### config.mk
export PLATFORM = sky130hd
export DESIGN_NAME = rhpb_desc_b
export DESIGN_NICKNAME = d
export VERILOG_FILES = /design/src/inc/rhpb_pkg.sv /design/src/design/rhpb_port_power.sv /design/src/design/rhpb_desc_b.sv
export SDC_FILE = /design/constraint.sdc
export NUM_CORES = 1
export LEC_CHECK = 0
export ABC_AREA = 1
export BUFFER_PORTS_ARGS = -buffer_cell sky130_fd_sc_hd__buf_2
export CAP_MARGIN = 10
export CORE_UTILIZATION = 42
export DETAILED_ROUTE_END_ITERATION = 7
export PLACE_DENSITY = 0.87
export RECOVER_POWER = 50
export SETUP_SLACK_MARGIN = 0.2
export SYNTH_ARGS = -nofsm -noshare
export SYNTH_HDL_FRONTEND = slang
export SYNTH_SLANG_ARGS = --single-unit
### constraint.sdc
create_clock -name core_clk -period 1 [get_ports core_clk]
set_clock_uncertainty 0.1 [all_clocks]
set_input_delay 0 -clock core_clk [delete_from_list [all_inputs] [get_ports core_clk]]
set_output_delay 0 -clock core_clk [all_outputs]
set_load 0.02 [all_outputs]
### src/inc/rhpb_pkg.sv
package rhpb_pkg;

    // Register space geometry
    localparam int RHPB_ADDR_W = 12;
    localparam int RHPB_DATA_W = 32;
    localparam int RHPB_BE_W = 4;
    localparam int RHPB_NUM_PORTS = 2;
    localparam int RHPB_FIELD_W = 16;

    // Register offset
    localparam logic [RHPB_ADDR_W-1:0] RHPB_OFF_PORT_POWER_AND_REMOVABLE = 12'h04c;

    // Field positions
    localparam int RHPB_MASK_LSB = 16;
    localparam int RHPB_FLAGS_LSB = 0;

    // Reset values: ports 1 and 2 masked, all devices removable
    localparam logic [RHPB_FIELD_W-1:0] RHPB_MASK_RESET = 16'h0006;
    localparam logic [RHPB_FIELD_W-1:0] RHPB_FLAGS_RESET = 16'h0000;

    // Bit 0 of each field is reserved and held at zero
    localparam logic [RHPB_FIELD_W-1:0] RHPB_FIELD_WRITABLE = 16'hfffe;

    // Switching mode encoding
    localparam logic RHPB_MODE_GANGED = 1'b0;
    localparam logic RHPB_MODE_PER_PORT = 1'b1;

    typedef struct packed {
        logic sel;
        logic wr;
        logic rd;
        logic [RHPB_ADDR_W-1:0] addr;
        logic [RHPB_BE_W-1:0] be;
        logic [RHPB_DATA_W-1:0] wdata;
    } rhpb_bus_req_s;

    typedef struct packed {
        logic set_global;
        logic clr_global;
        logic [RHPB_NUM_PORTS:1] set_port;
        logic [RHPB_NUM_PORTS:1] clr_port;
    } rhpb_pwr_cmd_s;

    typedef struct packed {
        logic [RHPB_FIELD_W-1:0] port_power_mask;
        logic [RHPB_FIELD_W-1:0] fixed_device_flags;
        logic [RHPB_DATA_W-1:0] rdata;
        logic ack;
        logic hit;
        logic written;
    } rhpb_desc_state_s;

    typedef struct packed {
        logic [RHPB_NUM_PORTS:1] powered;
    } rhpb_pwr_state_s;

endpackage

### src/design/rhpb_port_power.sv
`timescale 1ns/100ps
`default_nettype none

module rhpb_port_power (
    // Clock and reset
    input wire logic core_clk,
    input wire logic resetn,
    // Steering
    input wire logic per_port_switch_select,
    input wire logic [rhpb_pkg::RHPB_NUM_PORTS:1] port_mask,
    // Power commands
    input wire rhpb_pkg::rhpb_pwr_cmd_s pwr_cmd,
    // Port power state
    output logic [rhpb_pkg::RHPB_NUM_PORTS:1] port_power_on
);
    import rhpb_pkg::*;

    rhpb_pwr_state_s state_reg;
    rhpb_pwr_state_s state_next;

    // Set takes priority when set and clear arrive together
    function automatic logic apply_cmd(input logic cur, input logic set_c, input logic clr_c);
        logic r;
        r = cur;
        if (set_c) begin
            r = 1'b1;
        end else if (clr_c) begin
            r = 1'b0;
        end
        return r;
    endfunction

    always_comb begin
        state_next = state_reg;
        for (int p = 1; p <= RHPB_NUM_PORTS; p++) begin
            if (per_port_switch_select == RHPB_MODE_GANGED) begin
                // Mask ignored, all ports on the global switch
                state_next.powered[p] = apply_cmd(state_reg.powered[p], pwr_cmd.set_global,
                                                  pwr_cmd.clr_global);
            end else if (port_mask[p]) begin
                state_next.powered[p] = apply_cmd(state_reg.powered[p], pwr_cmd.set_port[p],
                                                  pwr_cmd.clr_port[p]);
            end else begin
                state_next.powered[p] = apply_cmd(state_reg.powered[p], pwr_cmd.set_global,
                                                  pwr_cmd.clr_global);
            end
        end
    end

    always_ff @(posedge core_clk or negedge resetn) begin
        if (!resetn) begin
            state_reg <= '0;
        end else begin
            state_reg <= state_next;
        end
    end

    assign port_power_on = state_reg.powered;

endmodule

`default_nettype wire

### src/design/rhpb_desc_b.sv
// What this block does
// - Register decoded at byte offset 0x4C
// - Reset: port 1,2 mask set, rest clear
// - Per-port mode: masked port obeys only per-port power commands
// - Unmasked port obeys only global power commands
// - Ganged mode ignores mask, all ports global
// - Mask bit 0 reserved, bits 1,2 ports
// - Lower halfword: set means non-removable device
// - Flags bit 0 reserved, bits 1,2 ports
// - Mode zero ganged, one per-port by mask
`timescale 1ns/100ps
`default_nettype none

module rhpb_desc_b (
    // Clock and reset
    input wire logic core_clk,
    input wire logic resetn,
    // Register access
    input wire rhpb_pkg::rhpb_bus_req_s bus_req,
    output logic [rhpb_pkg::RHPB_DATA_W-1:0] bus_rdata,
    output logic bus_ack,
    output logic bus_hit,
    // Switching mode from the first descriptor register
    input wire logic per_port_switch_select,
    // Power commands from the hub command logic
    input wire rhpb_pkg::rhpb_pwr_cmd_s pwr_cmd,
    // Register contents and port state
    output logic [rhpb_pkg::RHPB_FIELD_W-1:0] port_power_mask,
    output logic [rhpb_pkg::RHPB_FIELD_W-1:0] fixed_device_flags,
    output logic [rhpb_pkg::RHPB_NUM_PORTS:1] port_non_removable,
    output logic [rhpb_pkg::RHPB_NUM_PORTS:1] port_per_port_ctrl,
    output logic [rhpb_pkg::RHPB_NUM_PORTS:1] port_power_on,
    output logic desc_written
);
    import rhpb_pkg::*;

    rhpb_desc_state_s state_reg;
    rhpb_desc_state_s state_next;

    logic req_write;
    logic req_read;
    logic addr_hit;
    logic [RHPB_DATA_W-1:0] reg_value;
    logic [RHPB_DATA_W-1:0] merged;

    // Byte-lane merge of a write into an old word
    function automatic logic [RHPB_DATA_W-1:0] lane_merge(
        input logic [RHPB_DATA_W-1:0] old_v,
        input logic [RHPB_DATA_W-1:0] new_v,
        input logic [RHPB_BE_W-1:0] be
    );
        logic [RHPB_DATA_W-1:0] r;
        r = old_v;
        for (int b = 0; b < RHPB_BE_W; b++) begin
            if (be[b]) begin
                r[b*8 +: 8] = new_v[b*8 +: 8];
            end
        end
        return r;
    endfunction

    // Clears reserved bit 0 of a field
    function automatic logic [RHPB_FIELD_W-1:0] field_clean(
        input logic [RHPB_FIELD_W-1:0] v
    );
        return v & RHPB_FIELD_WRITABLE;
    endfunction

    // Word offset match, low two address bits ignored
    function automatic logic addr_match(
        input logic [RHPB_ADDR_W-1:0] a,
        input logic [RHPB_ADDR_W-1:0] off
    );
        return a[RHPB_ADDR_W-1:2] == off[RHPB_ADDR_W-1:2];
    endfunction

    assign addr_hit = addr_match(bus_req.addr, RHPB_OFF_PORT_POWER_AND_REMOVABLE);
    assign req_write = bus_req.sel && bus_req.wr;
    assign req_read = bus_req.sel && bus_req.rd && !bus_req.wr;

    // Current register image as seen by a read
    assign reg_value = {field_clean(state_reg.port_power_mask),
                        field_clean(state_reg.fixed_device_flags)};

    assign merged = lane_merge(reg_value, bus_req.wdata, bus_req.be);

    always_comb begin
        state_next = state_reg;
        state_next.ack = 1'b0;
        state_next.written = 1'b0;
        if (req_write) begin
            state_next.ack = 1'b1;
            state_next.hit = addr_hit;
            if (addr_hit) begin
                // Upper ports keep storage only
                state_next.port_power_mask =
                    field_clean(merged[RHPB_MASK_LSB +: RHPB_FIELD_W]);
                state_next.fixed_device_flags =
                    field_clean(merged[RHPB_FLAGS_LSB +: RHPB_FIELD_W]);
                state_next.written = 1'b1;
            end
        end else if (req_read) begin
            state_next.ack = 1'b1;
            state_next.hit = addr_hit;
            if (addr_hit) begin
                state_next.rdata = reg_value;
            end else begin
                state_next.rdata = '0;
            end
        end
    end

    always_ff @(posedge core_clk or negedge resetn) begin
        if (!resetn) begin
            state_reg.port_power_mask <= RHPB_MASK_RESET;
            state_reg.fixed_device_flags <= RHPB_FLAGS_RESET;
            state_reg.rdata <= '0;
            state_reg.ack <= 1'b0;
            state_reg.hit <= 1'b0;
            state_reg.written <= 1'b0;
        end else begin
            state_reg <= state_next;
        end
    end

    assign bus_rdata = state_reg.rdata;
    assign bus_ack = state_reg.ack;
    assign bus_hit = state_reg.hit;
    assign desc_written = state_reg.written;

    assign port_power_mask = field_clean(state_reg.port_power_mask);
    assign fixed_device_flags = field_clean(state_reg.fixed_device_flags);

    // Set flag means non-removable device on that port
    assign port_non_removable =
        state_reg.fixed_device_flags[RHPB_NUM_PORTS:1];

    // Per-port control only counts in per-port mode
    assign port_per_port_ctrl =
        (per_port_switch_select == RHPB_MODE_PER_PORT) ?
        state_reg.port_power_mask[RHPB_NUM_PORTS:1] : '0;

    rhpb_port_power u_port_power (
        .core_clk(core_clk),
        .resetn(resetn),
        .per_port_switch_select(per_port_switch_select),
        .port_mask(state_reg.port_power_mask[RHPB_NUM_PORTS:1]),
        .pwr_cmd(pwr_cmd),
        .port_power_on(port_power_on)
    );

endmodule

`default_nettype wire

## Word level (Yosys, flattened, before mapping)

Cells that the tools add are included.

| storage, ports and cells | value |
|---|---|
| register bits after elaboration | 67 |
| bits in latches | 0 |
| RAM bits | 0 |
| memory bits (read-only) | 0 |
| input port bits | 60 |
| output and inout port bits | 73 |
| word-level logic and storage cells | 42 |
| memories | 0 |

| cells by class | value |
|---|---|
| add/subtract/negate cells | 0 |
| $mul | 0 |
| divide/modulo/power cells | 0 |
| magnitude comparators | 0 |
| eq/ne operators | 3 |
| shift operators | 0 |
| multiplexer cells | 18 |
| bitwise gates (word level) | 1 |
| reductions and logical operators | 10 |

Operators with widths:

| operator | number |
|---|---|
| $mux W32 | 1 |
| $mux W1 | 14 |
| $reduce_and A3 Y1 | 4 |
| $eq A10 B5 Y1 const B | 1 |
| $ne A4 B4 Y1 const B | 2 |
| $mux W2 | 3 |
| $logic_and A1 B1 Y1 | 3 |
| $reduce_and A2 Y1 | 1 |
| $reduce_bool A2 Y1 | 1 |
| $logic_not A1 Y1 | 1 |
| $not A1 Y1 | 1 |

## Logic depth before layout (Yosys ltp)

Gate-level depths: netlist (run 1).

| depth | value |
|---|---|
| depth in word-level cells | 4 |
| depth in mapped cells | 7 |
| depth with buffers taken out | 7 |

## Cells and area by module

Synthesis (run 1) repeated with hierarchy kept, for this count alone.

| unflattened totals | value |
|---|---|
| cells, all modules | 327 |
| area total of the unflattened synthesis | 2857.7 µm² |

By module, submodules not included:

| module | instances | cells an instance | area an instance (µm²) | sequential area each (µm²) |
|---|---|---|---|---|
| rhpb_desc_b | 1 | 303 | 2720.1 | 1579.0 |
| rhpb_port_power | 1 | 24 | 137.6 | 50.0 |

## Worst setup path after synthesis (run 1)

Ideal clock, no wire load.

| path | value |
|---|---|
| kind | flip-flop to flip-flop |
| start point | register, netlist name port_power_mask[1] |
| end point | register u_port_power.state_reg (netlist bit u_port_power.port_power_on[1]) |
| setup time | 0.071 ns |
| arrival | 0.972 ns |
| data required time | 0.829 ns |
| path slack | -0.143 ns |
| stages on the path, launching flop included | 5 |
| path buffers | 0 |
| clock period less this slack | 1.143 ns |
| cells stage by stage | dfstp_2 -> nand2_1 -> inv_1 -> nor3_1 -> nor2_1 |

| between the ends | value |
|---|---|
| word-level cells in the longest chain between the ends | 2 |
| elaborated cells between the ends (all ways) | 3 |
| those cells by class | 1 x eq/ne; 2 x mux |

Ends and longest elaborated chain:

| item | RTL line | source |
|---|---|---|
| $mux W1 | rhpb_port_power.sv:40 | `end else if (port_mask[p]) begin` |
| $mux W1 | rhpb_port_power.sv:36 | `if (per_port_switch_select == RHPB_MODE_GANGED) begin` |
| to (signal assigned) | rhpb_port_power.sv:54 | `state_reg <= state_next;` |
| to (decl) | rhpb_port_power.sv:18 | `rhpb_pwr_state_s state_reg;` |

Parallel ways exist; a longest one is shown, timed or not.
A chain may end at the register's enable or synchronous reset.

## Worst setup path in the final report (run 1)

| path | value |
|---|---|
| start point | register, netlist name port_power_mask[2] |
| end point | output port_per_port_ctrl[2] (netlist name) |

| between the ends | value |
|---|---|
| word-level cells in the longest chain between the ends | 1 |

Ends and longest elaborated chain:

| item | RTL line | source |
|---|---|---|
| $mux W2 | rhpb_desc_b.sv:140 | `(per_port_switch_select == RHPB_MODE_PER_PORT) ?` |
| to (decl) | rhpb_desc_b.sv:31 | `output logic [rhpb_pkg::RHPB_NUM_PORTS:1] port_per_port_ctrl,` |

No other way between the ends.

==> results of run 1 <==
power groups by stage:
stage                     Clock [mW]  Combinational (mW)  Sequential, mW
after floorplan                    0               0.157            2.72
after global placement             0               0.459            2.70
after detailed placement           0               0.469            2.70
after CTS                       2.59               0.610            2.65
after global routing            2.71               0.708            2.65
final                           2.59               0.668            2.65
sequential cells by signal, indices dropped and copies added, names as in the netlist:
signal / flops
bus_ack: 1
bus_hit: 1
bus_rdata: 30
desc_written: 1
fixed_device_flags: 15
port_power_mask: 15
u_port_power.port_power_on: 2
worst max-delay path by stage:
| stage | slack (ns) | start | end | cells past startpoint |
|---|---|---|---|---|
| after floorplan | -0.08 | port_power_mask[1] | u_port_power.port_power_on[1] | 3 |
| after global placement | -0.12 | bus_req[42] | port_power_mask[4] | 9 |
| after detailed placement | -0.18 | bus_req[42] | port_power_mask[12] | 9 |
| after CTS | -0.22 | port_power_mask[1] | port_per_port_ctrl[1] | 3 |
| after global routing | -0.30 | port_power_mask[2] | port_per_port_ctrl[2] | 3 |
| final | -0.26 | port_power_mask[2] | port_per_port_ctrl[2] | 3 |
area by class of cell:
class / count / area share [%]
Tap cell: 77 / 1.73
Timing Repair Buffer: 244 / 41.4
Clock inverter: 5 / 1.39
Multi-Input combinational cell: 223 / 22.5
Sequential cell: 65 / 29.2
Inverter: 13 / 1.05
Clock buffer: 11 / 2.71
metal layers:
layer	wire (um)	share of wire (%)	vias to the layer above	GRT usage, %
li1	-	-	1538	-
met3	796	6.4	53	5.21
met4	503	4.1	0	16.8
met2	6690	54	219	57.3
met5	0	0	-	0
met1	4420	36	1773	36.4
critical path, delay by kind of cell (launching register included):
kind	cells	cell delay, ns
buffers and inverters	2	0.18
flip-flops	1	0.57
AND/OR/NAND/NOR	1	0.07
kinds of logic after synthesis:
logic type,share of synthesized area [%]
AND/OR/NAND/NOR,36.0
flip-flops,56.7
buffers and inverters,7.05
AO/OA/AOI/OAI,0.174
other,0.130
what timing repair did:
| action | in CTS | in global routing |
|---|---|---|
| endpoints found under the setup margin | 78 | 132 |
| endpoints found under the hold margin | 98 | 10 |
| cloned | 0 | 1 |
| buffers inserted | 40 | 15 |
| pin swaps | 22 | 42 |
| gates resized for setup | 166 | 66 |
placed cells by master (no fill, tap or decap), types with 3 or more instances in the layout:
cell,synthesis,routed
nor2_1,11,7
dlygate4sd3_1,0,37
nor3_2,0,3
nand3_4,0,4
clkbuf_8,0,11
nand2_2,1,41
nand2_1,130,88
inv_1,11,8
inv_2,2,3
nor2_2,4,5
nand4_1,60,60
nor2_4,3,6
buf_12,0,7
buf_6,3,108
dfrtp_1,63,63
buf_2,6,51
conb_1,1,4
buf_4,9,38
per-stage QoR:
| step | utilization (%) | setup TNS (ns) | hold slack [ns] |
|---|---|---|---|
| finish | 85.9 | -2.03 | -0.135 |
| detailed placement | 58.7 | -5.87 | -0.207 |
| floorplan | - | -0.163 | -0.396 |
| global placement | 58.7 | -4.12 | -0.211 |
| CTS | 80.6 | -1.28 | -0.168 |
| global route | 85.9 | -3.86 | -0.127 |
==> metrics.md, run 1 <==
| Metric | Value |
|---|---|
| Placement Setup Slack | `-0.184 ns` |
| Finished layout cell area | `about 0.0056 mm2` |
| Share of synthesized flip-flops with an asynchronous set or reset | `100%` |
| Number of buffers created by CTS | `9` |
| Synth-to-Final Area Change | `94.0%` |
| Clock network fraction of total power | `between 40% and 50%` |
| Slowest cell on the critical path | `dfstp_2` |
| Gate Count Post-Synth | `~320` |
| Final Hold Slack | `-0.135 ns` |
| R2R Setup Slk | `-0.23 ns` |
| Die width | `84.7 um` |
| Hold Path Class | `input pin to register` |
| Critical Path End Type | `output pin` |
| Sequential area share after synthesis | `roughly 57%` |
| Routed Wire Length | `approximately 12 mm` |
| Data required time of the critical path | `~0.90 ns` |
| Logic gate share of total power | `about 11%` |
| Hold bufs inserted after CTS | `37` |
| Worst reg2reg path endpoint | `u_port_power.port_power_on[2]` |
| Detailed-route vias per instance | `5.62` |
| Area taken by multi-input logic gates | `about 0.0013 mm2` |
| Type of element launching the critical path | `register` |
| Critical path cell sequence | `nand2_4 -> inv_4 -> buf_6` |
| CTS tree | `yes` |
| Filler Cells Inserted | `between 300 and 400` |
| Final Hold Fails | `3` |
| First-iteration detailed-routing DRC count | `between 200 and 300` |
| Initial core utilization | `between 40 and 50%` |
| Clock insertion delay at the later pin of the skew report | `0.34 ns` |
| Post-route ant nets | `0` |
| Number of cell rows | `29` |
| Die H | `approximately 85 um` |
| Via count | `approximately 3600` |
| Dominant register cell in the synthesized netlist | `dfrtp_1` |
| Post-synthesis cell type with the largest combined area | `dfrtp_1` |
| Switching Power | `between 1 and 1.5 mW` |
| Relative slew slack | `52.6%` |
| Clock transition at path regs | `about 0.08 ns` |
| Root Buffer Master | `clkbuf_8` |
| Commonest cells in the synthesized netlist | `nand2_1, dfrtp_1, nand4_1` |
| Final setup violation count | `34` |
| Worst reg2reg startpoint | `port_power_mask[2]` |
| Floorplan core area | `0.00649 mm2` |
| Static leakage | `2.98 nW` |
| Arrival time reported for the critical path endpoint | `1.16 ns` |
| Vias in the first global route | `approximately 3600` |
| Register Area | `about 0.0016 mm2` |
| TritonRoute pass-1 iters | `7` |
| Antenna violations before repair | `0` |
| Post-placement cell area | `~0.0038 mm2` |
| Final Max Slew Viols | `0` |
| Area enclosed by the die boundary | `0.00718 mm2` |
| Drt wl/cell | `between 15 and 20 um` |
| Number of clock sinks | `65` |
| Total power divided by cell area | `roughly 1100 mW/mm2` |
| Peak supply drop | `between 0.0007 and 0.0008 V` |
| Type of the setup path with the least slack | `register to output pin` |
| Overall fraction of global-route tracks in use | `31.9%` |
| Depth of the most critical reg-to-reg path | `4` |
| Measured slew at the worst slew-check pin | `approximately 0.7 ns` |
| Seq pwr share | `between 40% and 50%` |
| Most used standard cell by instance count after synthesis | `nand2_1` |
| Top-Level Pins | `133` |
| Share of Yosys cell area claimed by the top area cell type | `between 50 and 60%` |
| Proportion of total power due to net switching | `24.1%` |
| Violations in the final reports | `DRC, hold timing, setup timing` |
| NumNets Final | `roughly 600` |
| Int Pwr | `between 4 and 5 mW` |
| Syn_area_per_cell | `just under 9 um2` |
| CTS H-Tree Depth | `3` |
| Detailed Place HPWL | `around 6 mm` |
| Count of flip-flops with a built-in enable after synthesis | `0` |
| Area of the mapped netlist | `between 0.002 and 0.003 mm2` |
| First-pass GRT wire length | `between 15 and 20 mm` |
| Depth of the worst hold-timing path | `3` |
| Hold Path Origin | `bus_req[48]` |
| Ys Warns | `0` |
| Final worst setup slack | `-0.257 ns` |
| Highest Clock Rate | `~800 MHz` |
| Largest net degree at the start of global routing | `32` |
| Largest incremental delay on the critical path | `between 0.5 and 0.6 ns` |
| Number of antenna cells inserted | `0` |
| Outcome | `complete, but fails checks` |
| Maximum Capacitance Violations | `0` |
| Worst Hold Path EP | `bus_ack` |
| Unrepaired setup endpoints after global routing | `true` |
| Overall overflow remaining after global route | `0` |
| Share of final-layout standard cells stronger than drive strength 1 | `a little over half` |
| Top cells by area in the synthesized netlist | `dfrtp_1, nand2_1, nand4_1` |
| Port buffer count | `between 100 and 150` |
| Number of placed cells counting well taps | `approximately 530` |
| Number of different library cells in the post-synthesis netlist | `19` |
| Buffer depth of the longest clock path | `2` |
| Placer Congestion | `around 0.78` |
| FF+latch count, synth | `65` |
| Critical Path Fanout Max | `2` |
| DRC errors left | `9` |
| Number of non-filler instances in the completed layout | `~640` |
| Final critical-path required period | `between 1 and 1.5 ns` |
| Fin crit share | `126%` |
| Sum of internal, switching and leakage power | `roughly 5.9 mW` |
Note: power is estimated with default switching activity, not from simulation.
==> inputs of run 2 (changes only) <==
--- a/config.mk
+++ b/config.mk
@@ -8,9 +8,10 @@
 export ABC_AREA = 1
 export BUFFER_PORTS_ARGS = -buffer_cell sky130_fd_sc_hd__buf_2
 export CAP_MARGIN = 10
-export CORE_UTILIZATION = 42
+export CORE_UTILIZATION = 30
 export DETAILED_ROUTE_END_ITERATION = 7
-export PLACE_DENSITY = 0.87
+export HOLD_SLACK_MARGIN = 0.03
+export PLACE_DENSITY = 0.69
 export RECOVER_POWER = 50
 export SETUP_SLACK_MARGIN = 0.2
 export SYNTH_ARGS = -nofsm -noshare
==> constraint.sdc (replaced) <==
create_clock -name core_clk -period 1 [get_ports core_clk]
set_clock_uncertainty 0.1 [all_clocks]
set_input_delay 0.05 -clock core_clk [delete_from_list [all_inputs] [get_ports core_clk]]
set_output_delay 0.05 -clock core_clk [all_outputs]
set_load 0.02 [all_outputs]
==> run 2 against run 1 <==
The run ends with hold timing, setup timing left. Fmax grew 0.14%. Design area increased by 4.0%. Clock power down 24%. Count of clock-buffer cells in the layout is 1 lower. Flip-flop and latch count did not move. First-iteration DRC count shrank 46%. Utilization is 23 points lower. Die area up 39%. Routed wire length fell by 5.7%. Sequential share of layout area shrank 1.1 points. Critical path type unchanged. Largest cell class unchanged.
==> metrics.md, run 2 (synthesized netlist as in run 1, its figures left out) <==
| Metric | Value |
|---|---|
| Total power divided by cell area | `915 mW/mm2 (-14%)` |
| Antenna violations before repair | `0 (unchanged)` |
| Worst setup path startpoint | `port_power_mask[2]` |
| Leading cell type in the layout, fill and taps excluded | `buf_6` |
| Int Pwr | `3.87 mW (-14%)` |
| Final Hold Fails | `4 (+1)` |
| Via count | `3341 (-6.8%)` |
| Number of flip-flops in the largest register | `30 (unchanged)` |
| Unrepaired setup endpoints after global routing | `true` |
| Amount of wire on met3 after detailed routing | `719 um (-9.7%)` |
| Routed Wire Length | `11.7 mm (-5.7%)` |
| Number of cell rows | `35 (+21%)` |
| Share of final-layout standard cells stronger than drive strength 1 | `54.1% (+2.0 points)` |
| Largest net degree at the start of global routing | `66 (+110%)` |
| Detailed-route vias per instance | `4.73 (-16%)` |
| Outcome | `complete, but fails checks` |
| DRC errors left | `0 (-9)` |
| R2R Setup Slk | `-0.12 ns (+0.11 ns)` |
| Met2 Wirelength | `6.06 mm (-9.4%)` |
| Final setup violation count | `74 (+120%)` |
| Fin crit share | `126% (-0.18 points)` |
| Clock insertion delay at the later pin of the skew report | `0.34 ns (about the same)` |
| Seq pwr share | `50.0% (+5.1 points)` |
| TritonRoute pass-1 iters | `4 (-3)` |
| Vias in the first global route | `3421 (-4.0%)` |
| Critical Path Fanout Max | `3 (+1)` |
| Maximum Capacitance Violations | `0 (unchanged)` |
| Clock network fraction of total power | `37.3% (-6.5 points)` |
| Violations in the final reports | `hold timing, setup timing` |
| Drt wl/cell | `16.6 um (-15%)` |
| Final Hold Slack | `-0.104 ns (+0.0309 ns)` |
| Critical path cell sequence | `buf_4 -> buf_6` |
| Slowest cell on the critical path | `dfstp_2` |
| Initial core utilization | `31.0% (-13 points)` |
| Clock transition at path regs | `0.07 ns (about the same)` |
| Last element of the critical path | `port_power_mask[2]` |
| Post-route ant nets | `0 (unchanged)` |
| Number of antenna cells inserted | `0 (unchanged)` |
| Critical Path End Type | `output pin` |
| Placer Congestion | `0.755 (-2.7%)` |
| Buffer depth of the longest clock path | `2 (unchanged)` |
| First-pass GRT wire length | `16.4 mm (-6.2%)` |
| Final Max Slew Viols | `0 (unchanged)` |
| Die H | `99.9 um (+18%)` |
| Final critical-path required period | `1.26 ns (-0.00181 ns)` |
| Hold Path Origin | `pwr_cmd[5]` |
| Detailed Place HPWL | `5.96 mm (+0.90%)` |
| Top-Level Pins | `133 (unchanged)` |
| Hold Path Class | `input pin to register` |
| Met1 WL | `4.69 mm (+5.9%)` |
| Overall fraction of global-route tracks in use | `21.7% (-10 points)` |
| Commonest cells after routing, fill and taps aside | `buf_6, nand2_1, dfrtp_1` |
| Relative slew slack | `59.1% (+6.5 points)` |
| Worst reg2reg startpoint | `port_power_mask[2]` |
| Final worst setup slack | `-0.255 ns (+0.00181 ns)` |
| Static leakage | `3.04 nW (+2.1%)` |
| Worst reg2reg path endpoint | `u_port_power.port_power_on[2]` |
| Peak supply drop | `0.000619 V (-22%)` |
| CTS tree | `yes` |
| Depth of the most critical reg-to-reg path | `4 (unchanged)` |
| Highest Clock Rate | `797 MHz (+0.14%)` |
| Measured slew at the worst slew-check pin | `0.614 ns (-0.0972 ns)` |
| Synth-to-Final Area Change | `102%` |
| Type of element launching the critical path | `register` |
| Arrival time reported for the critical path endpoint | `1.11 ns (-0.05 ns)` |
| Area enclosed by the die boundary | `0.00998 mm2 (+39%)` |
| Number of buffers created by CTS | `9 (unchanged)` |
| Die width | `99.9 um (+18%)` |
| NumNets Final | `632 (+2.6%)` |
| Switching Power | `1.44 mW (+0.96%)` |
| Top layer in use | `met4` |
| First-iteration detailed-routing DRC count | `138 (-46%)` |
| Number of clock sinks | `65 (unchanged)` |
| Largest incremental delay on the critical path | `0.54 ns (-0.03 ns)` |
| Overall overflow remaining after global route | `0 (unchanged)` |
| Port buffer count | `124 (unchanged)` |
| Proportion of total power due to net switching | `27.1% (+3.0 points)` |
| Type of the setup path with the least slack | `register to output pin` |
| Setup tns final | `-3.55 ns (-1.52 ns)` |
| Hold bufs inserted after CTS | `33 (-11%)` |
| Data required time of the critical path | `0.85 ns (-0.05 ns)` |
| Floorplan core area | `0.00928 mm2 (+43%)` |
| Logic gate share of total power | `12.7% (+1.4 points)` |
| CTS H-Tree Depth | `3 (unchanged)` |
| Root Buffer Master | `clkbuf_8` |
[run 2: cell count changes in the layout (fill, tap and decap cells not counted), sizes merged]
cell         delta
clkinvlp        +2
dlygate4sd3     -4
buf            +18
clkinv          +1
bufinv          -2
bufbuf          +1
[run 2: worst min-delay path by stage]
stage	to	cells after the start	slack [ns]
3_5_place_dp	bus_rdata[13]	2	-0.0006
6_report	u_port_power.port_power_on[1]	3	-0.10
4_1_cts	u_port_power.port_power_on[1]	3	-0.12
3_3_place_gp	bus_rdata[14]	2	-0.01
5_1_grt	u_port_power.port_power_on[2]	3	-0.11
2_1_floorplan	bus_ack	0	-0.35
[run 2: power groups by stage]
| stage | Sequential, mW | Clock (mW) | Combinational [mW] |
|---|---|---|---|
| floorplan | 2.72 | 0 | 0.157 |
| global placement | 2.70 | 0 | 0.470 |
| detailed placement | 2.70 | 0 | 0.478 |
| CTS | 2.65 | 2.04 | 0.627 |
| global route | 2.65 | 2.19 | 0.721 |
| finish | 2.65 | 1.98 | 0.675 |
[run 2: repair_timing]
item / 4_1_cts / 5_1_grt
setup buffers: 40 / 28
cloned: 2 / 1
resized for setup: 191 / 62
setup endpoints to repair: 104 / 133
pin swaps: 40 / 58
hold endpoints to repair: 97 / 6
[run 2: layout make-up]
type | instances | area, um2
clock buffers | 10 | 128
repair buffers | 260 | 2510
flip-flops and latches | 65 | 1630
multi-input cells | 223 | 1260
inverters | 13 | 56.3
clock inverters | 6 | 45.0
well taps | 129 | 161
fillers | 733 | 3480
[run 2: per-layer routing]
metal | vias to the layer above | track usage [%]
met5 | - | 0
met1 | 1592 | 24.8
met3 | 23 | 6.75
li1 | 1579 | -
met2 | 147 | 37.7
met4 | 0 | 9.05
[run 2: worst max-delay path, delay by kind of cell, from the launching register on]
| kind | cells | cell delay, ns |
|---|---|---|
| buffers and inverters | 2 | 0.24 |
| DFF | 1 | 0.54 |
[run 2: stage by stage]
stage               total power [mW]  instances  setup slack (ns)  util, %  instance area, um2
finish                          5.31        706            -0.255     62.5                5800
global route                    5.56        706            -0.312     62.5                5800
CTS                             5.32        677            -0.270     57.8                5370
detailed placement              3.18        586            -0.217     42.0                3900
global placement                3.17        586            -0.223     42.0                3900
floorplan                       2.88        325           -0.0820        -                2960
